[src/common/status_pin_cfg.svh]
// constants for the status pin and alarm mask block
// assumes it is included by the top module and the bench only
//
// What this block does
// - unlock pin: tristate at 0, status at 1
// - alarm pin shows combined status when enabled
// - active-clock pin driven with input-one status
// - active-clock enable only under pin selection
// - select source: register field or pin
// - select source ignored unless selection manual
// - active-clock polarity: 0 low, 1 high
// - unlock polarity: 0 low, 1 high
// - alarm polarity: 0 low, 1 high
// - input-two absent alarm masked by its bit
// - input-one absent alarm masked by its bit
// - oscillator absent alarm masked by its bit
// - mask writes never change alarm flags
// - alarm pin active only while enabled
// - unlock and offset alarms masked likewise
`ifndef STATUS_PIN_CFG_SVH
`define STATUS_PIN_CFG_SVH

// ----------------------------------------
// register offsets
// ----------------------------------------
`define OFS_PIN_ENABLES 8'h14
`define OFS_SELECT_CTRL 8'h15
`define OFS_POLARITY 8'h16
`define OFS_ABSENT_MASKS 8'h17
`define OFS_OTHER_MASKS 8'h18

// ----------------------------------------
// reset values and writable bits
// ----------------------------------------
`define RST_PIN_ENABLES 8'h3E
`define RST_SELECT_CTRL 8'hFF
`define RST_POLARITY 8'hDF
`define RST_ABSENT_MASKS 8'h1F
`define RST_OTHER_MASKS 8'h3F
`define RW_PIN_ENABLES 8'h03
`define RW_SELECT_CTRL 8'h03
`define RW_POLARITY 8'h0B
`define RW_ABSENT_MASKS 8'h07
`define RW_OTHER_MASKS 8'h07

// ----------------------------------------
// field positions
// ----------------------------------------
`define BIT_ALARM_PIN_EN 0
`define BIT_UNLOCK_PIN_EN 1
`define BIT_SELECT_SOURCE 0
`define BIT_ACTIVE_PIN_EN 1
`define BIT_ALARM_POL 0
`define BIT_UNLOCK_POL 1
`define BIT_ACTIVE_POL 3
`define BIT_OSC_MASK 0
`define BIT_IN1_MASK 1
`define BIT_IN2_MASK 2
`define BIT_UNLOCK_MASK 0
`define BIT_FOS1_MASK 1
`define BIT_FOS2_MASK 2

// ----------------------------------------
// misc
// ----------------------------------------
`define AUTOSEL_MANUAL 2'h0
`define SEL_INPUT_ONE 2'h0
`define SEL_INPUT_TWO 2'h1
`define I2C_DEV_ADDR 7'h68
`define BITS_PER_BYTE 4'h8

`endif

[src/common/status_pin_pkg.sv]
// types for the status pin and alarm mask block
// assumes the cfg header sits beside it
package status_pin_pkg;

	// sticky alarm flags, held by the fault detectors outside
	typedef struct packed {
		logic unlock_flag;
		logic fos2_flag;
		logic fos1_flag;
		logic input_two_absent_flag;
		logic input_one_absent_flag;
		logic oscillator_absent_flag;
	} alarm_flags_t;

	// one tristatable output pin, oe_n low while driving
	typedef struct packed {
		logic level;
		logic oe_n;
	} pin_drive_t;

	typedef enum logic [3:0] {
		ST_IDLE,
		ST_ADDR,
		ST_ADDR_ACK,
		ST_REG,
		ST_REG_ACK,
		ST_WRITE,
		ST_WRITE_ACK,
		ST_READ,
		ST_MASTER_ACK
	} i2c_state_t;

endpackage : status_pin_pkg

[src/hw/bit_sync.sv]
// two-flop synchroniser for a group of asynchronous levels
// assumes the reset is already released in this clock domain
`timescale 1ns/1ps
module bit_sync #(
	parameter int WIDTH = 3
) (
	input wire logic clk_sys_i,
	input wire logic rstn_i,
	input wire logic [WIDTH-1:0] async_i,
	output logic [WIDTH-1:0] sync_o
);
	genvar g;
	generate
		for (g = 0; g < WIDTH; g++) begin : g_sync
			logic meta_q;
			logic stable_q;
			// meta_q feeds stable_q only
			always_ff @(posedge clk_sys_i or negedge rstn_i) begin
				if (!rstn_i) begin
					meta_q <= 1'b1;
					stable_q <= 1'b1;
				end else begin
					meta_q <= async_i[g];
					stable_q <= meta_q;
				end
			end
			assign sync_o[g] = stable_q;
		end
	endgenerate
endmodule : bit_sync

[src/hw/status_pin_ctrl.sv]
// status pin enables, polarities, clock select source and alarm masks
// reached over a two-wire serial slave; flags come from same-clock logic
`timescale 1ns/1ps
`include "status_pin_cfg.svh"
module status_pin_ctrl
	import status_pin_pkg::*;
#(
	parameter logic [6:0] DEV_ADDR = `I2C_DEV_ADDR
) (
	input wire logic clk_sys_i,
	input wire logic rstn_i,
	// serial register port
	input wire logic scl_i,
	input wire logic sda_i,
	output logic sda_o,
	output logic sda_oe_n_o,
	// alarm sources from the fault detectors, plus status and clock selection inputs
	input wire alarm_flags_t alarm_flags_i,
	input wire logic unlock_alarm_status_i,
	input wire logic input_one_active_status_i,
	input wire logic [1:0] automatic_selection_setting_i,
	input wire logic [1:0] register_clock_select_i,
	// pins
	output logic unlock_output_o,
	output logic unlock_output_oe_n_o,
	output logic alarm_output_pin_o,
	output logic alarm_output_pin_oe_n_o,
	input wire logic select_or_active_pin_i,
	output logic select_or_active_pin_o,
	output logic select_or_active_pin_oe_n_o,
	// chosen input clock for the selection logic, and the registered combined alarm status
	output logic [1:0] selected_clock_o,
	output logic alarm_status_o
);

	// ----------------------------------------
	// reset release
	// ----------------------------------------
	logic [1:0] rst_sync_q;
	logic rst_n;

	always_ff @(posedge clk_sys_i or negedge rstn_i) begin
		if (!rstn_i) begin
			rst_sync_q <= 2'h0;
		end else begin
			rst_sync_q <= {rst_sync_q[0], 1'b1};
		end
	end
	assign rst_n = rst_sync_q[1];

	// ----------------------------------------
	// pin synchronisers
	// ----------------------------------------
	logic [2:0] pins_sync;
	logic scl_s;
	logic sda_s;
	logic sel_pin_s;

	bit_sync #(
		.WIDTH(3)
	) u_pin_sync (
		.clk_sys_i(clk_sys_i),
		.rstn_i(rst_n),
		.async_i({select_or_active_pin_i, sda_i, scl_i}),
		.sync_o(pins_sync)
	);
	assign scl_s = pins_sync[0];
	assign sda_s = pins_sync[1];
	assign sel_pin_s = pins_sync[2];

	// ----------------------------------------
	// bus edge and condition detect
	// ----------------------------------------
	logic scl_prev_q;
	logic sda_prev_q;
	logic scl_rise;
	logic scl_fall;
	logic start_cond;
	logic stop_cond;

	always_ff @(posedge clk_sys_i or negedge rst_n) begin
		if (!rst_n) begin
			scl_prev_q <= 1'b1;
			sda_prev_q <= 1'b1;
		end else begin
			scl_prev_q <= scl_s;
			sda_prev_q <= sda_s;
		end
	end

	assign scl_rise = scl_s & ~scl_prev_q;
	assign scl_fall = ~scl_s & scl_prev_q;
	assign start_cond = scl_s & scl_prev_q & sda_prev_q & ~sda_s;
	assign stop_cond = scl_s & scl_prev_q & ~sda_prev_q & sda_s;

	// ----------------------------------------
	// register storage
	// ----------------------------------------
	logic [7:0] pin_enables_q;
	logic [7:0] select_ctrl_q;
	logic [7:0] polarity_q;
	logic [7:0] absent_masks_q;
	logic [7:0] other_masks_q;

	// readback: writable bits from storage, the rest show their reset pattern
	function automatic logic [7:0] merge(input logic [7:0] val, input logic [7:0] rw, input logic [7:0] rst);
		merge = (val & rw) | (rst & ~rw);
	endfunction : merge

	function automatic logic [7:0] reg_read(input logic [7:0] addr);
		case (addr)
			`OFS_PIN_ENABLES: reg_read = merge(pin_enables_q, `RW_PIN_ENABLES, `RST_PIN_ENABLES);
			`OFS_SELECT_CTRL: reg_read = merge(select_ctrl_q, `RW_SELECT_CTRL, `RST_SELECT_CTRL);
			`OFS_POLARITY: reg_read = merge(polarity_q, `RW_POLARITY, `RST_POLARITY);
			`OFS_ABSENT_MASKS: reg_read = merge(absent_masks_q, `RW_ABSENT_MASKS, `RST_ABSENT_MASKS);
			`OFS_OTHER_MASKS: reg_read = merge(other_masks_q, `RW_OTHER_MASKS, `RST_OTHER_MASKS);
			default: reg_read = 8'h00;
		endcase
	endfunction : reg_read

	// ----------------------------------------
	// serial slave
	// ----------------------------------------
	i2c_state_t state_q;
	logic [3:0] bit_cnt_q;
	logic [7:0] shift_q;
	logic [7:0] ptr_q;
	logic rd_mode_q;
	logic master_nack_q;
	logic sda_pull_q;
	logic byte_done;
	logic wr_en;
	logic ptr_load;
	logic ptr_inc;
	logic [7:0] rd_byte;

	// read byte is fetched at the pointer as it stands before the step
	assign rd_byte = reg_read(ptr_q);
	assign byte_done = (bit_cnt_q == `BITS_PER_BYTE);
	assign wr_en = scl_fall & (state_q == ST_WRITE) & byte_done;
	assign ptr_load = scl_fall & (state_q == ST_REG) & byte_done;
	// pointer steps after each written byte and each byte fetched for reading
	assign ptr_inc = wr_en |
		(scl_fall & (state_q == ST_ADDR_ACK) & rd_mode_q) |
		(scl_fall & (state_q == ST_MASTER_ACK) & ~master_nack_q);

	always_ff @(posedge clk_sys_i or negedge rst_n) begin
		if (!rst_n) begin
			state_q <= ST_IDLE;
			bit_cnt_q <= 4'h0;
			shift_q <= 8'h00;
			rd_mode_q <= 1'b0;
			master_nack_q <= 1'b1;
			sda_pull_q <= 1'b0;
		end else if (start_cond) begin
			state_q <= ST_ADDR;
			bit_cnt_q <= 4'h0;
			sda_pull_q <= 1'b0;
		end else if (stop_cond) begin
			state_q <= ST_IDLE;
			sda_pull_q <= 1'b0;
		end else if (scl_rise) begin
			case (state_q)
				ST_ADDR, ST_REG, ST_WRITE, ST_READ: begin
					shift_q <= {shift_q[6:0], sda_s};
					bit_cnt_q <= bit_cnt_q + 4'h1;
				end
				ST_MASTER_ACK: begin
					master_nack_q <= sda_s;
				end
				default: begin
				end
			endcase
		end else if (scl_fall) begin
			case (state_q)
				ST_ADDR: begin
					if (byte_done) begin
						if (shift_q[7:1] == DEV_ADDR) begin
							rd_mode_q <= shift_q[0];
							sda_pull_q <= 1'b1;
							state_q <= ST_ADDR_ACK;
						end else begin
							state_q <= ST_IDLE;
						end
					end
				end
				ST_ADDR_ACK: begin
					bit_cnt_q <= 4'h0;
					if (rd_mode_q) begin
						shift_q <= rd_byte;
						sda_pull_q <= ~rd_byte[7];
						state_q <= ST_READ;
					end else begin
						sda_pull_q <= 1'b0;
						state_q <= ST_REG;
					end
				end
				ST_REG: begin
					if (byte_done) begin
						sda_pull_q <= 1'b1;
						state_q <= ST_REG_ACK;
					end
				end
				ST_REG_ACK, ST_WRITE_ACK: begin
					sda_pull_q <= 1'b0;
					bit_cnt_q <= 4'h0;
					state_q <= ST_WRITE;
				end
				ST_WRITE: begin
					if (byte_done) begin
						sda_pull_q <= 1'b1;
						state_q <= ST_WRITE_ACK;
					end
				end
				ST_READ: begin
					if (byte_done) begin
						sda_pull_q <= 1'b0;
						state_q <= ST_MASTER_ACK;
					end else begin
						sda_pull_q <= ~shift_q[7];
					end
				end
				ST_MASTER_ACK: begin
					bit_cnt_q <= 4'h0;
					if (master_nack_q) begin
						state_q <= ST_IDLE;
					end else begin
						shift_q <= rd_byte;
						sda_pull_q <= ~rd_byte[7];
						state_q <= ST_READ;
					end
				end
				default: begin
					sda_pull_q <= 1'b0;
				end
			endcase
		end
	end

	// the pointer survives stop, so a read may follow a write of the offset alone
	always_ff @(posedge clk_sys_i or negedge rst_n) begin
		if (!rst_n) begin
			ptr_q <= 8'h00;
		end else if (ptr_load) begin
			ptr_q <= shift_q;
		end else if (ptr_inc) begin
			ptr_q <= ptr_q + 8'h01;
		end
	end

	// open drain: level is always low, only the enable moves
	assign sda_o = 1'b0;
	assign sda_oe_n_o = ~sda_pull_q;

	// ----------------------------------------
	// register writes
	// ----------------------------------------
	// masks live apart from the flags, so a mask write cannot touch a flag
	always_ff @(posedge clk_sys_i or negedge rst_n) begin
		if (!rst_n) begin
			pin_enables_q <= `RST_PIN_ENABLES;
			select_ctrl_q <= `RST_SELECT_CTRL;
			polarity_q <= `RST_POLARITY;
			absent_masks_q <= `RST_ABSENT_MASKS;
			other_masks_q <= `RST_OTHER_MASKS;
		end else if (wr_en) begin
			case (ptr_q)
				`OFS_PIN_ENABLES: pin_enables_q <= merge(shift_q, `RW_PIN_ENABLES, `RST_PIN_ENABLES);
				`OFS_SELECT_CTRL: select_ctrl_q <= merge(shift_q, `RW_SELECT_CTRL, `RST_SELECT_CTRL);
				`OFS_POLARITY: polarity_q <= merge(shift_q, `RW_POLARITY, `RST_POLARITY);
				`OFS_ABSENT_MASKS: absent_masks_q <= merge(shift_q, `RW_ABSENT_MASKS, `RST_ABSENT_MASKS);
				`OFS_OTHER_MASKS: other_masks_q <= merge(shift_q, `RW_OTHER_MASKS, `RST_OTHER_MASKS);
				default: begin
				end
			endcase
		end
	end

	// ----------------------------------------
	// alarm combine
	// ----------------------------------------
	logic irq_status;
	logic in2_term;
	logic in1_term;
	logic osc_term;
	logic other_term;

	assign in2_term = alarm_flags_i.input_two_absent_flag & ~absent_masks_q[`BIT_IN2_MASK];
	assign in1_term = alarm_flags_i.input_one_absent_flag & ~absent_masks_q[`BIT_IN1_MASK];
	assign osc_term = alarm_flags_i.oscillator_absent_flag & ~absent_masks_q[`BIT_OSC_MASK];
	assign other_term = (alarm_flags_i.unlock_flag & ~other_masks_q[`BIT_UNLOCK_MASK]) |
		(alarm_flags_i.fos1_flag & ~other_masks_q[`BIT_FOS1_MASK]) |
		(alarm_flags_i.fos2_flag & ~other_masks_q[`BIT_FOS2_MASK]);
	assign irq_status = in2_term | in1_term | osc_term | other_term;

	// ----------------------------------------
	// clock selection
	// ----------------------------------------
	logic manual_sel;
	logic pin_selects;

	assign manual_sel = (automatic_selection_setting_i == `AUTOSEL_MANUAL);
	assign pin_selects = manual_sel & select_ctrl_q[`BIT_SELECT_SOURCE];

	always_ff @(posedge clk_sys_i or negedge rst_n) begin
		if (!rst_n) begin
			selected_clock_o <= `SEL_INPUT_ONE;
		end else if (pin_selects) begin
			selected_clock_o <= sel_pin_s ? `SEL_INPUT_TWO : `SEL_INPUT_ONE;
		end else begin
			selected_clock_o <= register_clock_select_i;
		end
	end

	// ----------------------------------------
	// output pins
	// ----------------------------------------
	// registered so the pins never glitch on a mask or polarity change
	pin_drive_t unlock_q;
	pin_drive_t alarm_q;
	pin_drive_t active_q;

	always_ff @(posedge clk_sys_i or negedge rst_n) begin
		if (!rst_n) begin
			unlock_q <= '{level: 1'b0, oe_n: 1'b1};
			alarm_q <= '{level: 1'b0, oe_n: 1'b1};
			active_q <= '{level: 1'b0, oe_n: 1'b1};
			alarm_status_o <= 1'b0;
		end else begin
			unlock_q.oe_n <= ~pin_enables_q[`BIT_UNLOCK_PIN_EN];
			unlock_q.level <= ~(unlock_alarm_status_i ^ polarity_q[`BIT_UNLOCK_POL]);
			alarm_q.oe_n <= ~pin_enables_q[`BIT_ALARM_PIN_EN];
			alarm_q.level <= ~(irq_status ^ polarity_q[`BIT_ALARM_POL]);
			active_q.oe_n <= ~(pin_selects & select_ctrl_q[`BIT_ACTIVE_PIN_EN]);
			active_q.level <= ~(input_one_active_status_i ^ polarity_q[`BIT_ACTIVE_POL]);
			alarm_status_o <= irq_status;
		end
	end

	assign unlock_output_o = unlock_q.level;
	assign unlock_output_oe_n_o = unlock_q.oe_n;
	assign alarm_output_pin_o = alarm_q.level;
	assign alarm_output_pin_oe_n_o = alarm_q.oe_n;
	assign select_or_active_pin_o = active_q.level;
	assign select_or_active_pin_oe_n_o = active_q.oe_n;

endmodule : status_pin_ctrl

[config.mk]
export PLATFORM = sky130hd
export DESIGN_NAME = status_pin_ctrl
export DESIGN_NICKNAME = d
export VERILOG_FILES = /design/src/common/status_pin_pkg.sv /design/src/hw/bit_sync.sv /design/src/hw/status_pin_ctrl.sv
export VERILOG_INCLUDE_DIRS = /design/src /design/src/common
export SDC_FILE = /design/constraint.sdc
export NUM_CORES = 1
export LEC_CHECK = 0
export BUFFER_PORTS_ARGS = -buffer_cell sky130_fd_sc_hd__buf_2
export CAP_MARGIN = 5
export CORE_ASPECT_RATIO = 2
export CORE_MARGIN = 3
export CORE_UTILIZATION = 32
export DETAILED_ROUTE_END_ITERATION = 6
export PLACE_DENSITY = 0.58
export SYNTH_ARGS = -nofsm -noshare
export SYNTH_HDL_FRONTEND = slang
export SYNTH_SLANG_ARGS = --single-unit
[constraint.sdc]
create_clock -name clk_sys_i -period 2.2 [get_ports clk_sys_i]
set_input_delay 0.44 -clock clk_sys_i [delete_from_list [all_inputs] [get_ports clk_sys_i]]
set_output_delay 0.44 -clock clk_sys_i [all_outputs]
set_load 0.1 [all_outputs]
==> results of run 1 <==
-- cells by family after synthesis --
family | after synthesis
AND/OR/NAND/NOR | 89
flip-flops | 59
multiplexers | 28
XOR/XNOR | 6
AO/OA/AOI/OAI | 86
adder cells (fa/ha/maj) | 9
buffers and inverters | 41
other | 2
-- critical path, delay by kind of cell, from the launching register on --
kind	cells	cell delay, ns
DFF	1	0.40
buffers and inverters	1	0.10
adders and majority gates	1	0.22
and+or+nand+nor	3	0.83
muxes	1	0.38
-- Yosys cell counts, types with 3 or more instances --
library cell  count  area [sq um]
nor2b_1           5          31.3
o31ai_1           3          22.5
dfrtp_1          35           876
a2bb2oi_1         9          78.8
nor2_1           10          37.5
buf_2             5          25.0
ha_1              9           113
a22o_1            3          26.3
clkbuf_1          9          33.8
a221oi_1          6          52.6
nand3b_1          9          67.6
o21ai_0           6          30.0
a211oi_1          3          22.5
a21oi_1          11          55.1
xnor2_1           3          26.3
nand3_1           7          35.0
nor3_1            8          40.0
and3_1            4          25.0
o22ai_1           5          31.3
a21boi_0          3          22.5
o211ai_1          3          22.5
xor2_1            3          26.3
and3b_1           3          26.3
a31oi_1           7          43.8
inv_1            23          86.3
mux2_2            8          90.1
mux2_1           12           135
nand2_1          14          52.6
nor3b_1           3          22.5
mux2i_1           8          80.1
nand2b_1          5          31.3
dfstp_2          24           631
-- worst max-delay path by stage --
stage	start	end	cells past startpoint
6_report	bit_cnt_q[0]$_DFFE_PN0P_	rd_mode_q$_DFFE_PN0P_	6
2_1_floorplan	bit_cnt_q[0]$_DFFE_PN0P_	rd_mode_q$_DFFE_PN0P_	6
5_1_grt	scl_prev_q$_DFF_PN1_	shift_q[0]$_DFFE_PN0P_	7
3_3_place_gp	state_q[1]$_DFFE_PN0P_	state_q[3]$_DFFE_PN0P_	4
4_1_cts	bit_cnt_q[0]$_DFFE_PN0P_	rd_mode_q$_DFFE_PN0P_	6
3_5_place_dp	bit_cnt_q[0]$_DFFE_PN0P_	rd_mode_q$_DFFE_PN0P_	6
-- layout by cell type, fill, tap and decap left out, drive strengths merged, types with 4 or more instances in the layout --
master,instances
buf,44
dfrtp,35
dfstp,24
inv,23
mux2,20
nand2,14
a21oi,14
nor2,12
nand3b,10
clkbuf,10
a2bb2oi,9
ha,9
nor3,8
mux2i,8
o21ai,8
nand3,7
a31oi,7
a221oi,6
and3,6
o22ai,5
nor2b,5
nand2b,5
clkinv,4
-- per-stage QoR --
stage	hold slack [ns]	cells
finish	0.197	498
global route	0.194	498
CTS	0.192	498
detailed placement	0.228	481
global placement	0.227	481
floorplan	0.144	320
-- power breakdown --
part / total [uW] / switching (uW) / internal [uW]
clock network: 1410 / 508 / 905
registers: 1200 / 61.8 / 1130
logic: 276 / 185 / 91.3
-- flip-flops by register name (all words and copies together) (netlist names), 2 cells and up --
register / cells
shift_q: 8
other_masks_q: 3
polarity_q: 3
u_pin_sync.g_sync.stable_q: 3
bit_cnt_q: 4
select_ctrl_q: 2
u_pin_sync.g_sync.meta_q: 3
selected_clock_o: 2
ptr_q: 8
state_q: 4
pin_enables_q: 2
rst_sync_q: 2
absent_masks_q: 3
-- metal layers --
metal	GRT usage [%]	share of wire (%)	vias to the layer above
met5	0	0	-
met4	10.5	4.4	0
met3	3.61	3.4	28
met2	31.3	58	66
met1	14.8	34	1343
li1	-	-	1260
-- area by class of cell --
| class | instances | area [sq um] | area share (%) |
|---|---|---|---|
| Timing Repair Buffer | 45 | 275 | 6.82 |
| Inverter | 23 | 86.3 | 2.14 |
| Clock buffer | 10 | 239 | 5.92 |
| Multi-Input combinational cell | 220 | 1700 | 42.0 |
| Clock inverter | 6 | 65.1 | 1.61 |
| Tap cell | 135 | 169 | 4.18 |
| Sequential cell | 59 | 1510 | 37.3 |
==> flow_summary.toml, run 1 <==
[global_route]
antenna_found_initial = 0
grtUsageTotal_pct = 16.3
grt_first_pass_wirelength_mm = 14.5
grt_max_degree = 22
overflow = 0
grt_pass1_vias = 2831

[yosys]
synth_ff_type = "dfrtp_1"
syn_avg_cell_area_sq_um = 10.6
ys_warn_count = 0
syn_nets = 346
synth-simple-area-share_pct = 16.6
synth_cell_types = 72
synth_edf_count = 0
synthMuxAreaShare_pct = 9.02
yosys.area_share.adder_pct = 3.33
synth-xor-area-share_pct = 1.55
synth_top_family_by_area = "compound AO/OA/AOI/OAI gates"
synthArstFlopShare_pct = 100
synth_compound_area_share_pct = 19.4
yosysSeqAreaShare_pct = 44.5
syn-cell-area_sq_um = 3390
synth_seq_cells = 59
syn_inst = 320

[die]
fp.dieH_um = 151
core_sq_um = 10200
rows = 52
pin_count = 28
die_w_um = 78.7
die_area_sq_um = 11900
initial_core_util_pct = 33.1

[power_and_ir_drop]
ir_drop_mv = 0.445
p_total_uw = 2880
total_leakage_power_uw = 0.00176
cellPowerDensity_nw_per_um2 = 714

[place]
io_buffers = 26
place_congestion = 0.941
dp_hpwl_mm = 6.91
place_area_sq_um = 3720
dp_slack_ns = 0.179

[clock_tree]
clock_path_buffers = 2
post-cts-setup-buffers = 0
root_buffer = "clkbuf_16"
cts_tree = "done"
clk-insertion-delay-late_ns = 0.34
cts_max_level = 3
ctsHoldBuffers = 1
cts_sinks = 59
clkSlewWorstSetupHoldPaths_ns = 0.06
numCtsBuffers = 9
cts_resized = 0

[drt]
drt-initial-drc-count = 131
wl_per_cell_um = 18.0
drc = 0
dr_total_vias = 2697
drtAntennaViolNets = 0
via_per_inst = 5.42
drt_pass1_iterations = 6
wirelength_mm = 8.94

[sta]
worst_pin_slew_ns = 0.562
rsz0062_at_grt = "false"
fin_setup_tns_ns = 0
finalMaxSlewViolations = 0
relSlewSlack_pct = 62.5
hold_viol = 0
fin_crit_sh_pct = 93.2
finalWorstPathRequiredPeriod_ns = 2.05
setup_violations = 0
finalClockSkew_ns = 0.00756
fmax_mhz = 488
setup_ws_ns = 0.149

[setup_path]
worstSetupPathType = "reg2reg"
slowest_delay_ns = 0.49
path_cells = "inv_1, ha_1, nand3b_4, or4_1, nor4_1, mux2_2"
start_kind = "flop"
slowest_stage = "or4_1"
reg2reg_from = "bit_cnt_q[0]$_DFFE_PN0P_"
critPathMaxFanout = 7
arrival_ns = 2.27
worstPathRequired_ns = 2.41
timing.rr.end = "rd_mode_q$_DFFE_PN0P_"
rr_worst_depth = 6
end_kind = "flop"
r2r_slack_ns = 0.15

[worst_hold_path]
min_to = "u_pin_sync.g_sync[2].meta_q$_DFF_PN1_"
whs_path_depth = 1
min_path_type = "in2reg"
hold_path.startpoint = "select_or_active_pin_i"

[flow_run]
max_cap_viol_count = 0

[finish]
area.growth.synth_to_final_pct = 19.3
n_fill_cell = 1036
antenna_cells = 0
finish.net_count = 384
fin_util_pct = 39.5
post_route_cells_drive_above_1_share_pct = 29.8
fin_area_sq_um = 4040

[outcome]
status = "finished, final reports clean"
Note: power is estimated with default switching activity, not from simulation.
==> run 2, diff against run 1 <==
--- a/config.mk
+++ b/config.mk
@@ -9,10 +9,10 @@
 export BUFFER_PORTS_ARGS = -buffer_cell sky130_fd_sc_hd__buf_2
 export CAP_MARGIN = 5
 export CORE_ASPECT_RATIO = 2
-export CORE_MARGIN = 3
 export CORE_UTILIZATION = 32
 export DETAILED_ROUTE_END_ITERATION = 6
-export PLACE_DENSITY = 0.58
+export PLACE_DENSITY = 0.57
+export SETUP_SLACK_MARGIN = 0.05
 export SYNTH_ARGS = -nofsm -noshare
 export SYNTH_HDL_FRONTEND = slang
 export SYNTH_SLANG_ARGS = --single-unit
==> flow_summary.toml, run 2 (same netlist as run 1, synthesis figures left out) <==
[setup_path]
cp_num_buf_inv = 0
slowest_stage = "nor4bb_1"
critPathTopFamily = "compound AO/OA/AOI/OAI gates"
end_kind = "flop"
critPathMaxFanout = 5
start_kind = "flop"
slowest_delay_ns = 0.63
worstPathRequired_ns = 2.44
path_cells = "nor4bb_1, a2111oi_0, o31a_1, a211oi_1"
worstSetupPathType = "reg2reg"
arrival_ns = 2.29

[global_route]
grtUsageTotal_pct = 16.4
grt_first_pass_wirelength_mm = 13.2
grt_max_degree = 21
grt_pass1_vias = 2640
antenna_found_initial = 0
overflow = 0

[sta]
setup_ws_ns = 0.148
rsz0062_at_grt = "false"
setup_violations = 0
worst_pin_slew_ns = 0.656
finalMaxSlewViolations = 0
fmax_mhz = 487
fin_crit_sh_pct = 93.3
finalWorstPathRequiredPeriod_ns = 2.05
fin_setup_tns_ns = 0
hold_slack_ns = 0.203
relSlewSlack_pct = 55.6
finalClockSkew_ns = 0.0103
hold_viol = 0

[place]
dp_hpwl_mm = 6.47
place_congestion = 0.844
io_buffers = 26
dp_slack_ns = 0.163
place_inst = 481

[flow_run]
max_cap_viol_count = 0

[finish]
area.growth.synth_to_final_pct = 19.4
layout_common_cells = "dfrtp_1 (34), buf_2 (26), dfstp_2 (24), inv_1 (23), buf_4 (18)"
antenna_cells = 0
finish.net_count = 384
final_cells = 498
top_regs = "ptr_q (8), shift_q (8)"
post_route_cells_drive_above_1_share_pct = 30.0
fin_util_pct = 39.6
final_common_cell = "dfrtp_1"

[die]
pin_count = 28
initial_core_util_pct = 33.1
die_area_sq_um = 11000
die_w_um = 74.7
rows = 52
core_sq_um = 10200
fp.dieH_um = 147

[clock_tree]
clk-insertion-delay-late_ns = 0.34
cts_max_level = 3
cts_tree = "done"
cts_sinks = 59
root_buffer = "clkbuf_16"
clkSlewWorstSetupHoldPaths_ns = 0.05
numCtsBuffers = 9
clock_path_buffers = 2

[drt]
drt-initial-drc-count = 137
via_per_inst = 5.31
drt_pass1_iterations = 4
dr_total_vias = 2643
drc = 0
drtAntennaViolNets = 0
wl_per_cell_um = 16.7
wirelength_mm = 8.33

[power_and_ir_drop]
ir_drop_mv = 0.468
cellPowerDensity_nw_per_um2 = 707
total_leakage_power_uw = 0.00175

[worst_hold_path]
min_path_type = "reg2async"

[outcome]
status = "finished, final reports clean"
[run 2: cell types whose count changed in the layout (fill, tap and decap cells not counted), sizes merged]
cell      before  now
clkinvlp       1    2
clkbuf        10   12
clkinv         4    1
[run 2: routing by layer]
metal	GRT usage (%)	vias to the layer above	wire [um]
li1	-	1264	-
met1	14.6	1282	2830
met2	30.8	70	4820
met3	3.48	27	296
met4	10.8	0	383
met5	0	-	0
[run 2: metrics by stage]
| step | power [uW] | cell area (sq um) |
|---|---|---|
| 3_3_place_gp | 1480 | 3720 |
| 2_1_floorplan | 1370 | 3390 |
| 4_1_cts | 2890 | 4030 |
| 6_report | 2860 | 4040 |
| 3_5_place_dp | 1480 | 3720 |
| 5_1_grt | 2960 | 4040 |
[run 2: path summary, 6_finish.rpt]
check / startpoint / depth (start not counted) / endpoint / slack [ns]
min in group clk_sys_i: scl_i / 1 / u_pin_sync.g_sync[0].meta_q$_DFF_PN1_ / 0.20
hold / removal: rst_sync_q[1]$_DFF_PN0_ / 0 / ptr_q[2]$_DFFE_PN0P_ / 0.20
setup reg to reg: shift_q[1]$_DFFE_PN0P_ / 4 / sda_pull_q$_DFFE_PN0P_ / 0.15
max in group asynchronous: rst_sync_q[1]$_DFF_PN0_ / 1 / u_pin_sync.g_sync[1].meta_q$_DFF_PN1_ / 1.32
hold reg to reg: rst_sync_q[1]$_DFF_PN0_ / 0 / ptr_q[2]$_DFFE_PN0P_ / 0.20
setup / recovery: shift_q[1]$_DFFE_PN0P_ / 4 / sda_pull_q$_DFFE_PN0P_ / 0.15
[run 2: power breakdown]
group          switching (uW)  internal (uW)
logic                     180           88.5
registers                59.4           1130
clock network             490            904
total                     729           2130
[run 2: layout make-up]
| class | count | area (sq um) |
|---|---|---|
| fillers | 1033 | 6170 |
| well taps | 135 | 169 |
| inverters | 23 | 86.3 |
| repair buffers | 45 | 275 |
| flip-flops and latches | 59 | 1510 |
| clock buffers | 12 | 246 |
| clock inverters | 4 | 50.0 |
| multi-input cells | 220 | 1710 |
[run 2: repair_timing]
item | CTS | global route
setup endpoints to repair | 0 | 2
buffers inserted | 0 | 0
gates resized for setup | 0 | 3
hold buffers | 1 | 0
hold endpoints to repair | 2 | 0
==> run 3, diff against run 2 <==
--- a/config.mk
+++ b/config.mk
@@ -6,8 +6,8 @@
 export SDC_FILE = /design/constraint.sdc
 export NUM_CORES = 1
 export LEC_CHECK = 0
+export ABC_AREA = 1
 export BUFFER_PORTS_ARGS = -buffer_cell sky130_fd_sc_hd__buf_2
-export CAP_MARGIN = 5
 export CORE_ASPECT_RATIO = 2
 export CORE_UTILIZATION = 32
 export DETAILED_ROUTE_END_ITERATION = 6
==> flow_summary.toml, run 3 <==
[setup_path]
worstSetupPathType = "reg2reg"
r2r_slack_ns = 0.33
reg2reg_from = "scl_prev_q$_DFF_PN1_"
cp-startpoint = "scl_prev_q$_DFF_PN1_"
end_kind = "flop"
start_kind = "flop"
critPathMaxFanout = 11
rr_worst_depth = 8
worstPathRequired_ns = 2.42
arrival_ns = 2.09
crit_path_end = "ptr_q[2]$_DFFE_PN0P_"
timing.rr.end = "ptr_q[2]$_DFFE_PN0P_"

[place]
dp_hpwl_mm = 6.17
io_buffers = 26
place_inst = 596
place_congestion = 0.884

[die]
fp.dieH_um = 147
die_w_um = 74.7
initial_core_util_pct = 33.1
pin_count = 28
die_area_sq_um = 11000
core_sq_um = 10200
rows = 52

[flow_run]
max_cap_viol_count = 0

[yosys]
syn_nets = 462
synth_area_leaders = "dfrtp_1 (26%), dfstp_2 (19%), nand2_1 (14%)"
synth_edf_count = 0
synth_cell_types = 38
yosysTopAreaCellShare_pct = 25.9
yosysTopAreaCell = "dfrtp_1"
synth_most_common_cell = "nand2_1"
syn_inst = 436
syn-cell-area_sq_um = 3390
synthArstFlopShare_pct = 100
ys_warn_count = 0
syn_avg_cell_area_sq_um = 7.77
synth_seq_cells = 59
synth_ff_type = "dfrtp_1"
yosysSeqAreaShare_pct = 44.5
ys_top_cells_by_count = "nand2_1 (122), inv_1 (60), nand3_1 (39)"

[clock_tree]
clock_path_buffers = 2
cts_resized = 0
clkSlewWorstSetupHoldPaths_ns = 0.05
numCtsBuffers = 9
cts_max_level = 3
clk-insertion-delay-late_ns = 0.33
root_buffer = "clkbuf_16"
cts_sinks = 59
cts_tree = "done"

[sta]
fin_crit_sh_pct = 84.9
finalWorstPathRequiredPeriod_ns = 1.87
fmax_mhz = 536
worst_pin_slew_ns = 0.575
fin_setup_tns_ns = 0
hold_viol = 0
finalClockSkew_ns = 0.00654
setup_violations = 0
rsz0062_at_grt = "false"
finalMaxSlewViolations = 0
relSlewSlack_pct = 61.6
hold_slack_ns = 0.205

[drt]
wl_per_cell_um = 13.0
drt_pass1_iterations = 4
via_per_inst = 4.71
dr_total_vias = 2886
drtAntennaViolNets = 0
drc = 0
wirelength_mm = 7.98
drt-initial-drc-count = 156

[finish]
finish.net_count = 499
top_regs = "ptr_q (8), shift_q (8)"
post_route_cells_drive_above_1_share_pct = 22.2
final_cells = 613
area.growth.synth_to_final_pct = 17.9
register_area_sq_um = 1510
multi_input_area_sq_um = 1570
final_common_cell = "nand2_1"
n_fill_cell = 1055
antenna_cells = 0
layout_common_cells = "nand2_1 (122), inv_1 (60), nand3_1 (39), nor2_1 (38), dfrtp_1 (34)"

[global_route]
grt_first_pass_wirelength_mm = 13.2
antenna_found_initial = 0
grtUsageTotal_pct = 16.2
grt_pass1_vias = 2928
grt_max_degree = 26
overflow = 0

[power_and_ir_drop]
ir_drop_mv = 0.458
cellPowerDensity_nw_per_um2 = 726
total_leakage_power_uw = 0.00191

[worst_hold_path]
min_path_type = "in2reg"

[outcome]
status = "finished, final reports clean"
[run 3: cell count changes in the layout (fill, tap and decap cells not counted), moves of 8 or more]
cell	change
a2bb2oi_1	-9
buf_4	-13
inv_1	+37
mux2_1	-12
mux2_2	-8
mux2i_1	-8
nand2_1	+108
nand3_1	+32
nor2_1	+28
o21ai_0	+22
[run 3: report_power, final]
part / internal [uW] / switching (uW)
Clock: 905 / 500
Sequential: 1140 / 48.2
Combinational: 86.9 / 218
Total: 2130 / 766
[run 3: worst min-delay path by stage]
| stage | cells past startpoint | to | slack (ns) | start |
|---|---|---|---|---|
| 2_1_floorplan | 0 | rst_sync_q[0]$_DFF_PN0_ | 0.14 | rstn_i |
| 3_3_place_gp | 1 | rst_sync_q[0]$_DFF_PN0_ | 0.23 | rstn_i |
| 3_5_place_dp | 1 | rst_sync_q[0]$_DFF_PN0_ | 0.23 | rstn_i |
| 4_1_cts | 1 | u_pin_sync.g_sync[1].meta_q$_DFF_PN1_ | 0.19 | sda_i |
| 5_1_grt | 1 | u_pin_sync.g_sync[1].meta_q$_DFF_PN1_ | 0.19 | sda_i |
| 6_report | 1 | u_pin_sync.g_sync[2].meta_q$_DFF_PN1_ | 0.21 | select_or_active_pin_i |
[run 3: stage by stage]
stage               total power (uW)  cell area (sq um)  util, %  setup WS, ns
floorplan                       1410               3390        -         0.478
global placement                1510               3680     36.0         0.338
detailed placement              1510               3680     36.0         0.320
CTS                             2940               3990     39.1         0.314
global route                    3010               3990     39.1         0.190
finish                          2900               3990     39.1         0.333
[run 3: what timing repair did]
item                                   CTS  global route
hold buffers                             1             0
endpoints found under the hold margin    2             0
buffers inserted                         0             0
[run 3: final cells by class]
| class | instances | area share (%) |
|---|---|---|
| Multi-Input combinational cell | 305 | 39.2 |
| Sequential cell | 59 | 37.8 |
| Inverter | 65 | 6.24 |
| Clock buffer | 10 | 5.99 |
| Clock inverter | 6 | 1.63 |
| Tap cell | 135 | 4.23 |
| Timing Repair Buffer | 33 | 4.95 |
[run 3: worst max-delay path, cell delays in order, from the launching register on]
cell,delay (ns)
dfstp_2,0.54
ha_1,0.30
nand3_2,0.20
nor2_4,0.32
inv_4,0.10
nand3_1,0.08
o21ai_0,0.08
nand2_1,0.08
o21ai_2,0.05
[run 3: routing by layer]
layer  track usage [%]  up-vias  wire (um)
met5                 0        -          0
met4              11.7        0        397
met3              3.95       23        193
met2              29.7       57       4610
met1              14.6     1351       2780
li1                  -     1455          -
[run 3: kinds of logic after synthesis]
family,count (synthesis),share of synthesized area [%]
and+or+nand+nor,231,31.4
buffers and inverters,72,9.28
AOI/OAI and AO/OA,59,10.2
DFF,59,44.5
adders and majority gates,9,3.33
xor gates and xnor gates,4,1.03
other,2,0.222
